$ cat src/aie_consts.svh
// Purpose: Named constants for the arithmetic instruction execution unit
// Assumes: Included by every design file that needs figures (BCD unit, execution unit), not by the package
// Notes:   Cycle and byte counts per instruction form, reset values, BCD figures
`ifndef AIE_CONSTS_SVH
`define AIE_CONSTS_SVH

// Encoded lengths in bytes
`define AIE_LEN_ONE        2'h1
`define AIE_LEN_TWO        2'h2

// Execution cycles per form
`define AIE_CYC_ONE        4'h1
`define AIE_CYC_TWO        4'h2
`define AIE_CYC_THREE      4'h3
`define AIE_CYC_DIVIDE     4'h6

// Reset values of the architectural state
`define AIE_ACC_RST        8'h00
`define AIE_AUX_RST        8'h00
`define AIE_PTR_RST        16'h0000
`define AIE_FLAG_RST       1'b0

// Decimal correction figures
`define AIE_BCD_LIMIT      4'h9
`define AIE_BCD_FIX_LO     8'h06
`define AIE_BCD_FIX_HI     8'h60

`endif

$ cat src/aie_pkg.sv
// Purpose: Types shared by the arithmetic execution unit and its helpers
// Assumes: aie_consts.svh holds the figures
// Notes:   Only types live here
package aie_pkg;
  // Arithmetic operation selected by the decoder
  typedef enum logic [3:0] {
    ADD_OP                    = 4'h0,
    SUM_WITH_CARRY_OP         = 4'h1,
    DIFFERENCE_WITH_BORROW_OP = 4'h2,
    PLUS_ONE_OP               = 4'h3,
    MINUS_ONE_OP              = 4'h4,
    PTR_PLUS_ONE_OP           = 4'h5,
    PRODUCT_OP                = 4'h6,
    QUOTIENT_OP               = 4'h7,
    BCD_CORRECT_OP            = 4'h8
  } aie_op_e;

  // Where the operand comes from
  typedef enum logic [2:0] {
    SRC_ACC                = 3'h0,
    SRC_WORK_REGISTER      = 3'h1,
    SRC_DIRECT             = 3'h2,
    SRC_INDIRECT_INDEX_REG = 3'h3,
    SRC_IMMEDIATE          = 3'h4
  } aie_src_e;

  // Sequencer state
  typedef enum logic {
    ST_IDLE = 1'b0,
    ST_RUN  = 1'b1
  } aie_state_e;
endpackage : aie_pkg

$ cat src/aie_alu_if.sv
// Purpose: Carries operands to the helper units and their results back
// Assumes: One clock; helpers are purely combinational
// Notes:   Main end drives operands, helpers drive results
`timescale 1ns/10ps
interface aie_alu_if;
  logic [7:0]  acc;      // Accumulator operand
  logic [7:0]  aux;      // Auxiliary operand
  logic        cy;       // Carry flag in
  logic        ac;       // Auxiliary carry in
  logic [15:0] prod;     // Full product
  logic [7:0]  quot;     // Quotient
  logic [7:0]  rem;      // Remainder
  logic        dzero;    // Divisor is zero
  logic [7:0]  bcd;      // Corrected value
  logic        bcd_cy;   // Carry after correction

  modport main (output acc, aux, cy, ac, input prod, quot, rem, dzero, bcd, bcd_cy);
  modport md   (input acc, aux, output prod, quot, rem, dzero);
  modport bcdu (input acc, cy, ac, output bcd, bcd_cy);
endinterface : aie_alu_if

$ cat src/aie_muldiv.sv
// Purpose: Product and quotient of accumulator and auxiliary operands
// Assumes: Operands hold still while the sequencer runs
// Notes:   Combinational; the sequencer spends the documented cycles
`timescale 1ns/10ps
module aie_muldiv
  import aie_pkg::*;
(
  aie_alu_if.md u
);
  // Product is always 16 bits wide so nothing is lost
  assign u.prod  = 16'(u.acc) * 16'(u.aux);
  // Zero divisor flagged; quotient and remainder forced to a safe value
  assign u.dzero = (u.aux == 8'h00);
  assign u.quot  = u.dzero ? 8'h00 : (u.acc / u.aux);
  assign u.rem   = u.dzero ? 8'h00 : (u.acc % u.aux);
endmodule : aie_muldiv

$ cat src/aie_bcd.sv
// Purpose: Corrects a binary sum of two packed BCD bytes
// Assumes: Flags are those left by the preceding addition
// Notes:   Carry out may only be set, never cleared
`timescale 1ns/10ps
`include "aie_consts.svh"
module aie_bcd
  import aie_pkg::*;
(
  aie_alu_if.bcdu u
);
  logic [8:0] step_lo;   // After low digit fix
  logic [8:0] step_hi;   // After high digit fix

  // Two-step correction, low digit first
  always_comb
  begin
    step_lo = {1'b0, u.acc};
    if ((u.acc[3:0] > `AIE_BCD_LIMIT) || u.ac)
    begin
      step_lo = 9'(u.acc) + 9'(`AIE_BCD_FIX_LO);
    end
    step_hi = step_lo;
    if ((step_lo[7:4] > `AIE_BCD_LIMIT) || u.cy || step_lo[8])
    begin
      step_hi = 9'(step_lo[7:0]) + 9'(`AIE_BCD_FIX_HI);
      step_hi[8] = 1'b1;
    end
  end

  assign u.bcd    = step_hi[7:0];
  assign u.bcd_cy = step_hi[8] | u.cy;
endmodule : aie_bcd

$ cat src/aie_exec.sv
// Purpose: Executes the arithmetic instruction group of an 8-bit accumulator core
// Assumes: Decoder supplies operation, source and fetched operand with start_in
// Notes:   Holds accumulator, auxiliary, data pointer and arithmetic flags
`timescale 1ns/10ps
`include "aie_consts.svh"
module aie_exec
  import aie_pkg::*;
#(
  parameter int CYC_W = 4                      // Cycle counter width
)
(
  input  wire logic        clk_in,             // Core clock, 100 MHz
  input  wire logic        rst_in,             // Synchronous reset, active high
  input  wire logic        start_in,           // Start one instruction
  input  wire aie_op_e     op_in,              // Operation
  input  wire aie_src_e    src_in,             // Operand source
  input  wire logic [7:0]  opnd_in,            // Fetched operand value
  input  wire logic        acc_wr_in,          // Load accumulator while idle
  input  wire logic        aux_wr_in,          // Load auxiliary while idle
  input  wire logic        cy_wr_in,           // Load carry while idle
  input  wire logic [7:0]  wr_data_in,         // Load value
  output logic             busy_out,           // Instruction running
  output logic             done_out,           // Completion pulse
  output logic             err_out,            // Illegal combination pulse
  output logic [1:0]       len_out,            // Encoded length in bytes
  output logic             wb_valid_out,       // Write-back pulse
  output aie_src_e         wb_src_out,         // Write-back target
  output logic [7:0]       wb_data_out,        // Write-back byte
  output logic [7:0]       acc_out,            // Accumulator
  output logic [7:0]       aux_out,            // Auxiliary register
  output logic [15:0]      ptr_out,            // 16-bit data pointer
  output logic             cy_out,             // Carry flag
  output logic             ac_out,             // Auxiliary carry flag
  output logic             ov_out              // Overflow flag
);

  // Counter must hold the longest run
  if (CYC_W < 3)
  begin : g_chk
    $error("CYC_W too small for the longest instruction");
  end

  aie_alu_if u ();                             // Link to helper units

  aie_muldiv u_md (.u(u.md));
  aie_bcd    u_bcd (.u(u.bcdu));

  assign u.acc = acc_out;
  assign u.aux = aux_out;
  assign u.cy  = cy_out;
  assign u.ac  = ac_out;

  aie_state_e       state;                     // Sequencer state
  aie_state_e       next_state;
  logic [CYC_W-1:0] cnt;                       // Cycles left
  logic [CYC_W-1:0] next_cnt;
  aie_op_e          op_q;                      // Latched operation
  aie_op_e          next_op_q;
  aie_src_e         src_q;                     // Latched source
  aie_src_e         next_src_q;
  logic [7:0]       opnd_q;                    // Latched operand
  logic [7:0]       next_opnd_q;
  logic             next_busy, next_done, next_err, next_wb_valid;
  logic [1:0]       next_len;
  aie_src_e         next_wb_src;
  logic [7:0]       next_wb_data, next_acc, next_aux;
  logic [15:0]      next_ptr;
  logic             next_cy, next_ac, next_ov;

  // Decode of the incoming request
  logic             legal;                     // Combination exists
  logic [CYC_W-1:0] req_cyc;                   // Cycles for it
  logic [1:0]       req_len;                   // Bytes for it

  // Length and cycle table per form
  always_comb
  begin
    legal   = 1'b1;
    req_cyc = CYC_W'(`AIE_CYC_ONE);
    req_len = `AIE_LEN_ONE;
    case (op_in)
      ADD_OP, SUM_WITH_CARRY_OP, DIFFERENCE_WITH_BORROW_OP:
      begin
        // Register form 1/1, indirect 1/2, direct and immediate 2/2
        if (src_in == SRC_WORK_REGISTER)
        begin
          req_cyc = CYC_W'(`AIE_CYC_ONE);
        end
        else if (src_in == SRC_INDIRECT_INDEX_REG)
        begin
          req_cyc = CYC_W'(`AIE_CYC_TWO);
        end
        else if ((src_in == SRC_DIRECT) || (src_in == SRC_IMMEDIATE))
        begin
          req_cyc = CYC_W'(`AIE_CYC_TWO);
          req_len = `AIE_LEN_TWO;
        end
        else
        begin
          legal = 1'b0;                        // No accumulator-to-itself form
        end
      end
      PLUS_ONE_OP, MINUS_ONE_OP:
      begin
        // Any source may be the target, immediate cannot
        if (src_in == SRC_ACC)
        begin
          req_cyc = CYC_W'(`AIE_CYC_ONE);
        end
        else if (src_in == SRC_WORK_REGISTER)
        begin
          req_cyc = CYC_W'(`AIE_CYC_TWO);
        end
        else if (src_in == SRC_DIRECT)
        begin
          req_cyc = CYC_W'(`AIE_CYC_THREE);
          req_len = `AIE_LEN_TWO;
        end
        else if (src_in == SRC_INDIRECT_INDEX_REG)
        begin
          req_cyc = CYC_W'(`AIE_CYC_THREE);
        end
        else
        begin
          legal = 1'b0;
        end
      end
      PTR_PLUS_ONE_OP: req_cyc = CYC_W'(`AIE_CYC_ONE);
      PRODUCT_OP:      req_cyc = CYC_W'(`AIE_CYC_TWO);
      QUOTIENT_OP:     req_cyc = CYC_W'(`AIE_CYC_DIVIDE);
      BCD_CORRECT_OP:  req_cyc = CYC_W'(`AIE_CYC_THREE);
      default:         legal   = 1'b0;
    endcase
  end

  // Adder and subtractor with flag terms
  logic       cin;                             // Carry or borrow in
  logic [8:0] full;                            // Nine-bit result
  logic [4:0] low;                             // Low digit result
  logic [7:0] mid;                             // Eight-bit result of the low seven bits, for bit 6 carry
  always_comb
  begin
    cin = (op_q == ADD_OP) ? 1'b0 : cy_out;
    if (op_q == DIFFERENCE_WITH_BORROW_OP)
    begin
      full = 9'(acc_out) - 9'(opnd_q) - 9'(cin);
      low  = 5'(acc_out[3:0]) - 5'(opnd_q[3:0]) - 5'(cin);
      mid  = 8'(acc_out[6:0]) - 8'(opnd_q[6:0]) - 8'(cin);
    end
    else
    begin
      full = 9'(acc_out) + 9'(opnd_q) + 9'(cin);
      low  = 5'(acc_out[3:0]) + 5'(opnd_q[3:0]) + 5'(cin);
      mid  = 8'(acc_out[6:0]) + 8'(opnd_q[6:0]) + 8'(cin);
    end
  end

  // Sequencer and commit of results
  always_comb
  begin
    next_state    = state;
    next_cnt      = cnt;
    next_op_q     = op_q;
    next_src_q    = src_q;
    next_opnd_q   = opnd_q;
    next_busy     = busy_out;
    next_done     = 1'b0;
    next_err      = 1'b0;
    next_wb_valid = 1'b0;
    next_len      = len_out;
    next_wb_src   = wb_src_out;
    next_wb_data  = wb_data_out;
    next_acc      = acc_out;
    next_aux      = aux_out;
    next_ptr      = ptr_out;
    next_cy       = cy_out;
    next_ac       = ac_out;
    next_ov       = ov_out;
    case (state)
      ST_IDLE:
      begin
        // Side loads only while idle, so operands stay put during a run
        if (acc_wr_in) next_acc = wr_data_in;
        if (aux_wr_in) next_aux = wr_data_in;
        if (cy_wr_in)  next_cy  = wr_data_in[0];
        if (start_in && legal)
        begin
          next_state  = ST_RUN;
          next_cnt    = req_cyc;
          next_op_q   = op_in;
          next_src_q  = src_in;
          next_opnd_q = (src_in == SRC_ACC) ? acc_out : opnd_in;
          next_len    = req_len;
          next_busy   = 1'b1;
        end
        else if (start_in)
        begin
          next_err = 1'b1;                     // Unknown form refused
        end
      end
      ST_RUN:
      begin
        next_cnt = cnt - CYC_W'(1);
        if (cnt == CYC_W'(`AIE_CYC_ONE))
        begin
          next_state = ST_IDLE;
          next_busy  = 1'b0;
          next_done  = 1'b1;
          case (op_q)
            ADD_OP, SUM_WITH_CARRY_OP, DIFFERENCE_WITH_BORROW_OP:
            begin
              next_acc = full[7:0];
              next_cy  = full[8];
              next_ac  = low[4];
              next_ov  = full[8] ^ mid[7];
            end
            PLUS_ONE_OP, MINUS_ONE_OP:
            begin
              // Flags untouched; non-accumulator targets go back out
              next_wb_data = (op_q == PLUS_ONE_OP) ? opnd_q + 8'h01
                                                   : opnd_q - 8'h01;
              if (src_q == SRC_ACC)
              begin
                next_acc = next_wb_data;
              end
              else
              begin
                next_wb_valid = 1'b1;
                next_wb_src   = src_q;
              end
            end
            PTR_PLUS_ONE_OP: next_ptr = ptr_out + 16'h0001;
            PRODUCT_OP:
            begin
              next_acc = u.prod[7:0];
              next_aux = u.prod[15:8];
              next_cy  = 1'b0;
              next_ov  = (u.prod[15:8] != 8'h00);
            end
            QUOTIENT_OP:
            begin
              // Zero divisor keeps both registers and raises overflow
              next_cy = 1'b0;
              next_ov = u.dzero;
              if (!u.dzero)
              begin
                next_acc = u.quot;
                next_aux = u.rem;
              end
            end
            BCD_CORRECT_OP:
            begin
              next_acc = u.bcd;
              next_cy  = u.bcd_cy;
            end
            default: next_err = 1'b1;
          endcase
        end
      end
      default: next_state = ST_IDLE;
    endcase
  end

  // State registers; all outputs straight from here
  always_ff @(posedge clk_in)
  begin
    if (rst_in)
    begin
      state        <= ST_IDLE;
      cnt          <= '0;
      op_q         <= ADD_OP;
      src_q        <= SRC_ACC;
      opnd_q       <= 8'h00;
      busy_out     <= 1'b0;
      done_out     <= 1'b0;
      err_out      <= 1'b0;
      len_out      <= `AIE_LEN_ONE;
      wb_valid_out <= 1'b0;
      wb_src_out   <= SRC_ACC;
      wb_data_out  <= 8'h00;
      acc_out      <= `AIE_ACC_RST;
      aux_out      <= `AIE_AUX_RST;
      ptr_out      <= `AIE_PTR_RST;
      cy_out       <= `AIE_FLAG_RST;
      ac_out       <= `AIE_FLAG_RST;
      ov_out       <= `AIE_FLAG_RST;
    end
    else
    begin
      state        <= next_state;
      cnt          <= next_cnt;
      op_q         <= next_op_q;
      src_q        <= next_src_q;
      opnd_q       <= next_opnd_q;
      busy_out     <= next_busy;
      done_out     <= next_done;
      err_out      <= next_err;
      len_out      <= next_len;
      wb_valid_out <= next_wb_valid;
      wb_src_out   <= next_wb_src;
      wb_data_out  <= next_wb_data;
      acc_out      <= next_acc;
      aux_out      <= next_aux;
      ptr_out      <= next_ptr;
      cy_out       <= next_cy;
      ac_out       <= next_ac;
      ov_out       <= next_ov;
    end
  end

  // Helper: busy edges since the accepted start, and the expected length
  // Starts at zero so the count equals the table figure at the completion pulse
  logic             take;                      // Request accepted
  logic [CYC_W-1:0] run_len;
  logic [CYC_W-1:0] exp_len;
  assign take = (state == ST_IDLE) && start_in && legal;
  always_ff @(posedge clk_in)
  begin
    if (rst_in)
    begin
      run_len <= '0;
      exp_len <= '0;
    end
    else if (take)
    begin
      run_len <= CYC_W'(0);
      exp_len <= req_cyc;
    end
    else if (busy_out)
    begin
      run_len <= run_len + CYC_W'(1);
    end
  end
endmodule : aie_exec

$ cat config.mk
export PLATFORM = sky130hd
export DESIGN_NAME = aie_exec
export DESIGN_NICKNAME = d
export VERILOG_FILES = /design/src/aie_pkg.sv /design/src/aie_alu_if.sv /design/src/aie_muldiv.sv /design/src/aie_bcd.sv /design/src/aie_exec.sv
export VERILOG_INCLUDE_DIRS = /design/src
export SDC_FILE = /design/constraint.sdc
export NUM_CORES = 1
export LEC_CHECK = 0
export ABC_AREA = 1
export BUFFER_PORTS_ARGS = -buffer_cell sky130_fd_sc_hd__buf_2
export CELL_PAD_IN_SITES_DETAIL_PLACEMENT = 0
export CELL_PAD_IN_SITES_GLOBAL_PLACEMENT = 2
export CORE_MARGIN = 4
export CORE_UTILIZATION = 37
export DETAILED_ROUTE_END_ITERATION = 8
export PLACE_DENSITY_LB_ADDON = 0.08
export SYNTH_ARGS = -nofsm -noshare
export SYNTH_HDL_FRONTEND = slang
export SYNTH_SLANG_ARGS = --single-unit
$ cat constraint.sdc
create_clock -name clk_in -period 25.5 [get_ports clk_in]
set_input_delay 5.1 -clock clk_in [delete_from_list [all_inputs] [get_ports clk_in]]
set_output_delay 5.1 -clock clk_in [all_outputs]
set_load 0.01 [all_outputs]
# --- Word level (Yosys, flattened, before mapping) ---
# Index checks and enable logic that the tools add are counted.
totals:
  regBits: 72
classes:
  mux: 62
  bitwise_logic: 6
  n_mul: 1
  n_lt_le_gt_ge: 2
  n_reduce_logical: 31
  eq_ne: 31
  div_mod_pow: 2
  addsub: 18
ops:
  columns: ["operator", "count"]
  rows:
  - ["$mux 8", 10]
  - ["$pmux 8 s2", 3]
  - ["$pmux 8 s5", 1]
  - ["$eq 4x3->1 const B", 8]
  - ["$mux 9", 3]
  - ["$mux 2", 13]
  - ["$mux 1", 20]
  - ["$add 16x1->16 const B", 1]
  - ["$eq 4x2->1 const B", 4]
  - ["$mul 8x8->16", 1]
  - ["$pmux 3 s5", 1]
  - ["$reduce_and 3->1", 5]
  - ["$eq 4x1->1 const B", 3]
  - ["$add 8x3->9 const B", 1]
  - ["$add 8x8->9", 1]
  - ["$add 9x1->9", 1]
  - ["$pmux 1 s3", 3]
  - ["$reduce_or 9->1", 1]
  - ["$sub 8x8->9", 1]
  - ["$sub 9x1->9", 1]
  - ["$add 7x7->8", 1]
  - ["$add 8x1->8", 1]
  - ["$add 8x1->8 const B", 1]
  - ["$add 8x7->8 const B", 1]
  - ["42 further kinds", 67]

# --- Logic depth before layout (Yosys ltp) ---
logic_depth:
  ltp_word: 11
  mapped_depth: 75
  ltp_nobuf: 75

# --- Cells and area by module ---
# From an unflattened synthesis, not the netlist that was laid out.
unflattened:
  cells_unflattened: 1486
  area_unflattened_um2: 9830.7
by_module_without_submodules:
  columns: ["mod", "cells_per_inst", "area_per_inst_um2", "instances", "seq_area_each_um2"]
  rows:
  - ["aie_exec", 794, 5211.2, 1, 1441.4]
  - ["aie_muldiv", 631, 4279.1, 1, 0.0]
  - ["aie_bcd", 61, 340.3, 1, 0.0]

# --- Worst setup path after synthesis ---
# OpenSTA, ideal clock, no wires.
synth_path:
  path_kind: "register to register"
  start: "register aux_out[0]"
  end: "register aux_out[2]"
  stages_incl_launch_ff: 69
  arrival_ps: 9071
  required_time_ps: 25426
  setup_ps: 74
  setup_slack_ps: 16355
  cell_sequence: "dfxtp_1 -> inv_1 -> ha_1 -> o21ai_0 -> o21bai_1 -> nand2_1 -> inv_1 -> ha_1 -> o21ai_0 -> nand2_1 -> nand2_1 -> nand2_1 -> o21a_1 -> inv_1 -> ha_1 -> inv_1 -> o21bai_1 -> nand2_1 -> [33 not listed] -> nand2_1 -> o21ai_0 -> nor2_1 -> o21ai_0 -> a21oi_1 -> xor2_1 -> nand2_1 -> and2_1 -> ha_1 -> nand2_1 -> inv_1 -> a221oi_1 -> o311ai_0 -> nor2_1 -> inv_1 -> nor2_1 -> o21ai_0 -> a31oi_1"
synth_between:
  elab_chain_len: 5
  word_cells_on_any_way: 9
synth_rtl:
  columns: ["item", "line", "text"]
  rows:
  - ["from (decl)", "aie_exec.sv:30", "output logic [7:0] aux_out,"]
  - ["from (signal assigned)", "aie_exec.sv:282", "aux_out <= `AIE_AUX_RST;"]
  - ["from (signal assigned)", "aie_exec.sv:303", "aux_out <= next_aux;"]
  - ["$mod 8x8->8", "aie_muldiv.sv:15", "assign u.rem = u.dzero ? 8'h00 : (u.acc % u.aux);"]
  - ["$mux 8", "aie_exec.sv:245", "if (!u.dzero)"]
  - ["$pmux 8 s2", "aie_exec.sv:209", "case (op_q)"]
  - ["$mux 8", "aie_exec.sv:204", "if (cnt == CYC_W'(`AIE_CYC_ONE))"]
  - ["$pmux 8 s2", "aie_exec.sv:179", "case (state)"]
# Several ways; a longest one is shown, not always the timed one. The select of a mux whose other input is x is not followed.
# A chain may end at the register's enable or synchronous reset.

# --- Worst setup path in the final report ---
layout_path:
  start: "register aux_out[0]"
  end: "register aux_out[7]"
# The elaborated chain is that of the path after synthesis.

==> out/metrics.cfg <==
[critical_path]
timing.rr.end = aux_out[7]
r2r_start = aux_out[0]
slowest_stage = dfxtp_1
cp.required_ns = 25.76
critical_path_arrival_ns = 11.43
path_max_fanout = 14
start_kind = flip-flop
path_buf_inv = 12
r2r_cells = 67
slowest_delay_ns = 0.71
critPathKind = flip-flop to flip-flop
crit_family = simple AND/OR/NAND/NOR gates
critical_path.endpoint_type = flip-flop
r2r_setup_slack_ns = 14.33
crit_top_cell = nand2_1

[cts]
path_clk_slew_ns = 0.06
h-tree-depth = 3
cts_tree = yes
clk_latency_ns = 0.34
cts_hold_buf = 0
cts_buffer_depth = 2
cts_resized = 0
clock-sinks = 72
cts-root-buf = clkbuf_16
cts_inserted_buffers = 9
cts_setup_buffers = 0

[global_route]
grt_max_degree = 32
track_usage = 0.227
grt-ovfl-total = 0
grt_pass1_wl_um = 47700
antenna_found_initial = 1
grt_pass1_vias = 8544

[sta]
final-setup-viol-count = 0
max-slew-margin-rel = 0.414
finalHoldViolations = 0
post-route-period-util = 0.438
fin_crit_ns = 11.17
worst_pin_slew_ns = 0.875
fmax_mhz = 89.5
worst_clock_skew_ns = 0.0119
rsz0062_at_grt = no
drv_slew = 0
fin_setup_tns_ns = 0

[finish]
drive_above_1_share = 0.105
design_area_mm2 = 0.00996
synthToLayoutAreaGrowth_pct = 11.2
seq_area_mm2 = 0.00144
multi_input_area_mm2 = 0.00645
fillers = 2659
antennaDiodeCount = 0
num-nets-final = 1604

[pwr]
peakVddDrop_mv = 0.240
seq_power_share = 0.104
power.density_mw_per_mm2 = 125
p_int_mw = 0.562
p_comb_frac = 0.800
cellLeakagePower_nw = 5.28
p_switching_mw = 0.682
switching_share = 0.548
clkPwrFrac = 0.096

[synth]
synth.distinct_cells = 58
syn_nets = 1539
synth_top_area_frac = 0.161
syn_area_mm2 = 0.00896
ys_seq_area_frac = 0.161
syn_inst = 1359
async_reset_ff_frac = 0
synth_flop_cell = dfxtp_1
ys_ff_latch = 72
synth_area_leaders = dfxtp_1 16%, ha_1 15%, nand2_1 12%
ys_warn_count = 0
synth_area_per_cell_um2 = 6.60
yosysTopAreaCell = dfxtp_1
synth-edff-count = 0

[min_path]
min_to = len_out[0]
hold_start = len_out[0]
min-delay-path-class = flip-flop to flip-flop
holdPathStages = 2

[floorplanning]
io_pins = 81
fp.dieH_um = 164
num_rows = 56
initial_core_util = 0.378
die_width_um = 164
die_area_mm2 = 0.0268
core_area_mm2 = 0.0237

[drt]
avgViaCountPerCell = 5.10
drc = 0
drt_wl_total_um = 30100
vias = 8921
first_pass_iters = 6
antenna_left = 0
routedWlPerCell_um = 17.2
drt_iter0_drc = 559

[placement]
placed_area_mm2 = 0.00969
io_buffers = 80
gp_congestion = 0.858
dp_hpwl_um = 24100

[job]
maxCapViolations = 0

[run_status]
status = finished, final reports clean

[metal layers]
layer | up-vias | global-route usage | part of all wire
li1 | 4546 | - | -
met1 | 4186 | 0.330 | 0.49
met2 | 158 | 0.368 | 0.45
met3 | 29 | 0.0240 | 0.040
met4 | 2 | 0.0416 | 0.014
met5 | - | 0 | 0.00023
[placed cells by master, fill, tap and decap left out, types with 5 or more instances in the layout]
cell type | Yosys | final
inv_1 | 230 | 230
xnor2_1 | 14 | 14
o21ai_1 | 7 | 7
clkbuf_16 | 0 | 9
nor4_1 | 6 | 6
nand3_1 | 81 | 81
buf_2 | 6 | 80
xor2_1 | 21 | 21
nand4_1 | 12 | 12
nor3_1 | 21 | 21
nand2_1 | 296 | 296
ha_1 | 109 | 109
inv_2 | 9 | 9
o21ai_0 | 96 | 96
dfxtp_1 | 72 | 72
a31oi_1 | 20 | 20
or2_2 | 11 | 11
a21oi_1 | 92 | 92
o211ai_1 | 5 | 5
fa_1 | 42 | 42
buf_4 | 2 | 13
nor2_1 | 104 | 104
[registers in the layout (all words and copies together), names as in the netlist, 2 cells and up]
name         cells
acc_out          8
aux_out          8
cnt              4
len_out          2
op_q             4
opnd_q           8
ptr_out         16
src_q            3
wb_data_out      8
wb_src_out       3
[how the worst max path moves through the flow]
stage / from / end / depth (start not counted)
finish: aux_out[0] / aux_out[7] / 67
global route: aux_out[0] / aux_out[7] / 67
CTS: aux_out[0] / aux_out[7] / 67
detailed placement: aux_out[0] / aux_out[7] / 67
global placement: aux_out[0] / aux_out[7] / 68
floorplan: aux_out[0] / aux_out[2] / 68
[cell type report]
| class | count | share of cell area |
|---|---|---|
| clock buffers | 10 | 0.0230 |
| multi-input cells | 1008 | 0.648 |
| inverters | 240 | 0.0904 |
| repair buffers | 93 | 0.0500 |
| well taps | 319 | 0.0401 |
| flip-flops and latches | 72 | 0.145 |
| clock inverters | 6 | 0.00439 |
[worst reg2reg max path: cells and delay by family, from the launching register on]
family | cells | cell delay, ns
and+or+nand+nor | 33 | 3.67
AOI/OAI and AO/OA | 14 | 2.70
adders and majority gates | 8 | 2.54
buffers and inverters | 12 | 1.44
DFF | 1 | 0.71
[Yosys cell counts, types with 2 or more instances]
cell / n
nand2_2: 2
o211ai_1: 5
buf_4: 2
nor2_4: 2
nand4_1: 12
nor4_1: 6
and2_1: 4
o21ai_1: 7
a21o_1: 3
nor3_1: 21
fa_1: 42
nand3b_1: 3
nand3_2: 4
a21oi_2: 2
o221ai_1: 3
nor2_2: 3
dfxtp_1: 72
a21oi_1: 92
o21bai_1: 4
and3_1: 4
buf_2: 6
ha_1: 109
nand3_1: 81
o31ai_1: 3
xor2_1: 21
a31oi_1: 20
o21ai_0: 96
a221oi_1: 4
a211oi_1: 3
clkbuf_1: 29
xnor2_1: 14
nand2_1: 296
nor3_2: 2
o2111ai_1: 2
inv_1: 230
or2_2: 11
o311ai_0: 2
a22oi_1: 4
inv_2: 9
nor2_1: 104
nor3_4: 2
o21a_1: 2
[kinds of logic after synthesis]
logic type,synth area share
AOI/OAI and AO/OA,0.163
DFF,0.161
xor gates and xnor gates,0.0360
buffers and inverters,0.119
and+or+nand+nor,0.275
adders and majority gates,0.246
[metrics by stage]
step	std cells	hold WS, ns	util	setup WS [ns]	total power [mW]
after CTS	1748	0.446	0.421	14.45	1.24
after global placement	1732	0.439	0.409	14.77	1.13
final	1748	0.446	0.421	14.33	1.24
after global routing	1748	0.486	0.421	13.09	1.41
after floorplan	1359	0.453	-	16.36	0.895
after detailed placement	1732	0.432	0.409	14.50	1.11
[power groups by stage]
stage	combinational [mW]	sequential [mW]	clock, mW
2_1_floorplan	0.766	0.129	0
3_3_place_gp	0.995	0.132	0
3_5_place_dp	0.983	0.132	0
4_1_cts	0.993	0.129	0.123
5_1_grt	1.15	0.130	0.129
6_report	0.995	0.129	0.120
No activity file was read; power rests on OpenSTA's default activity.
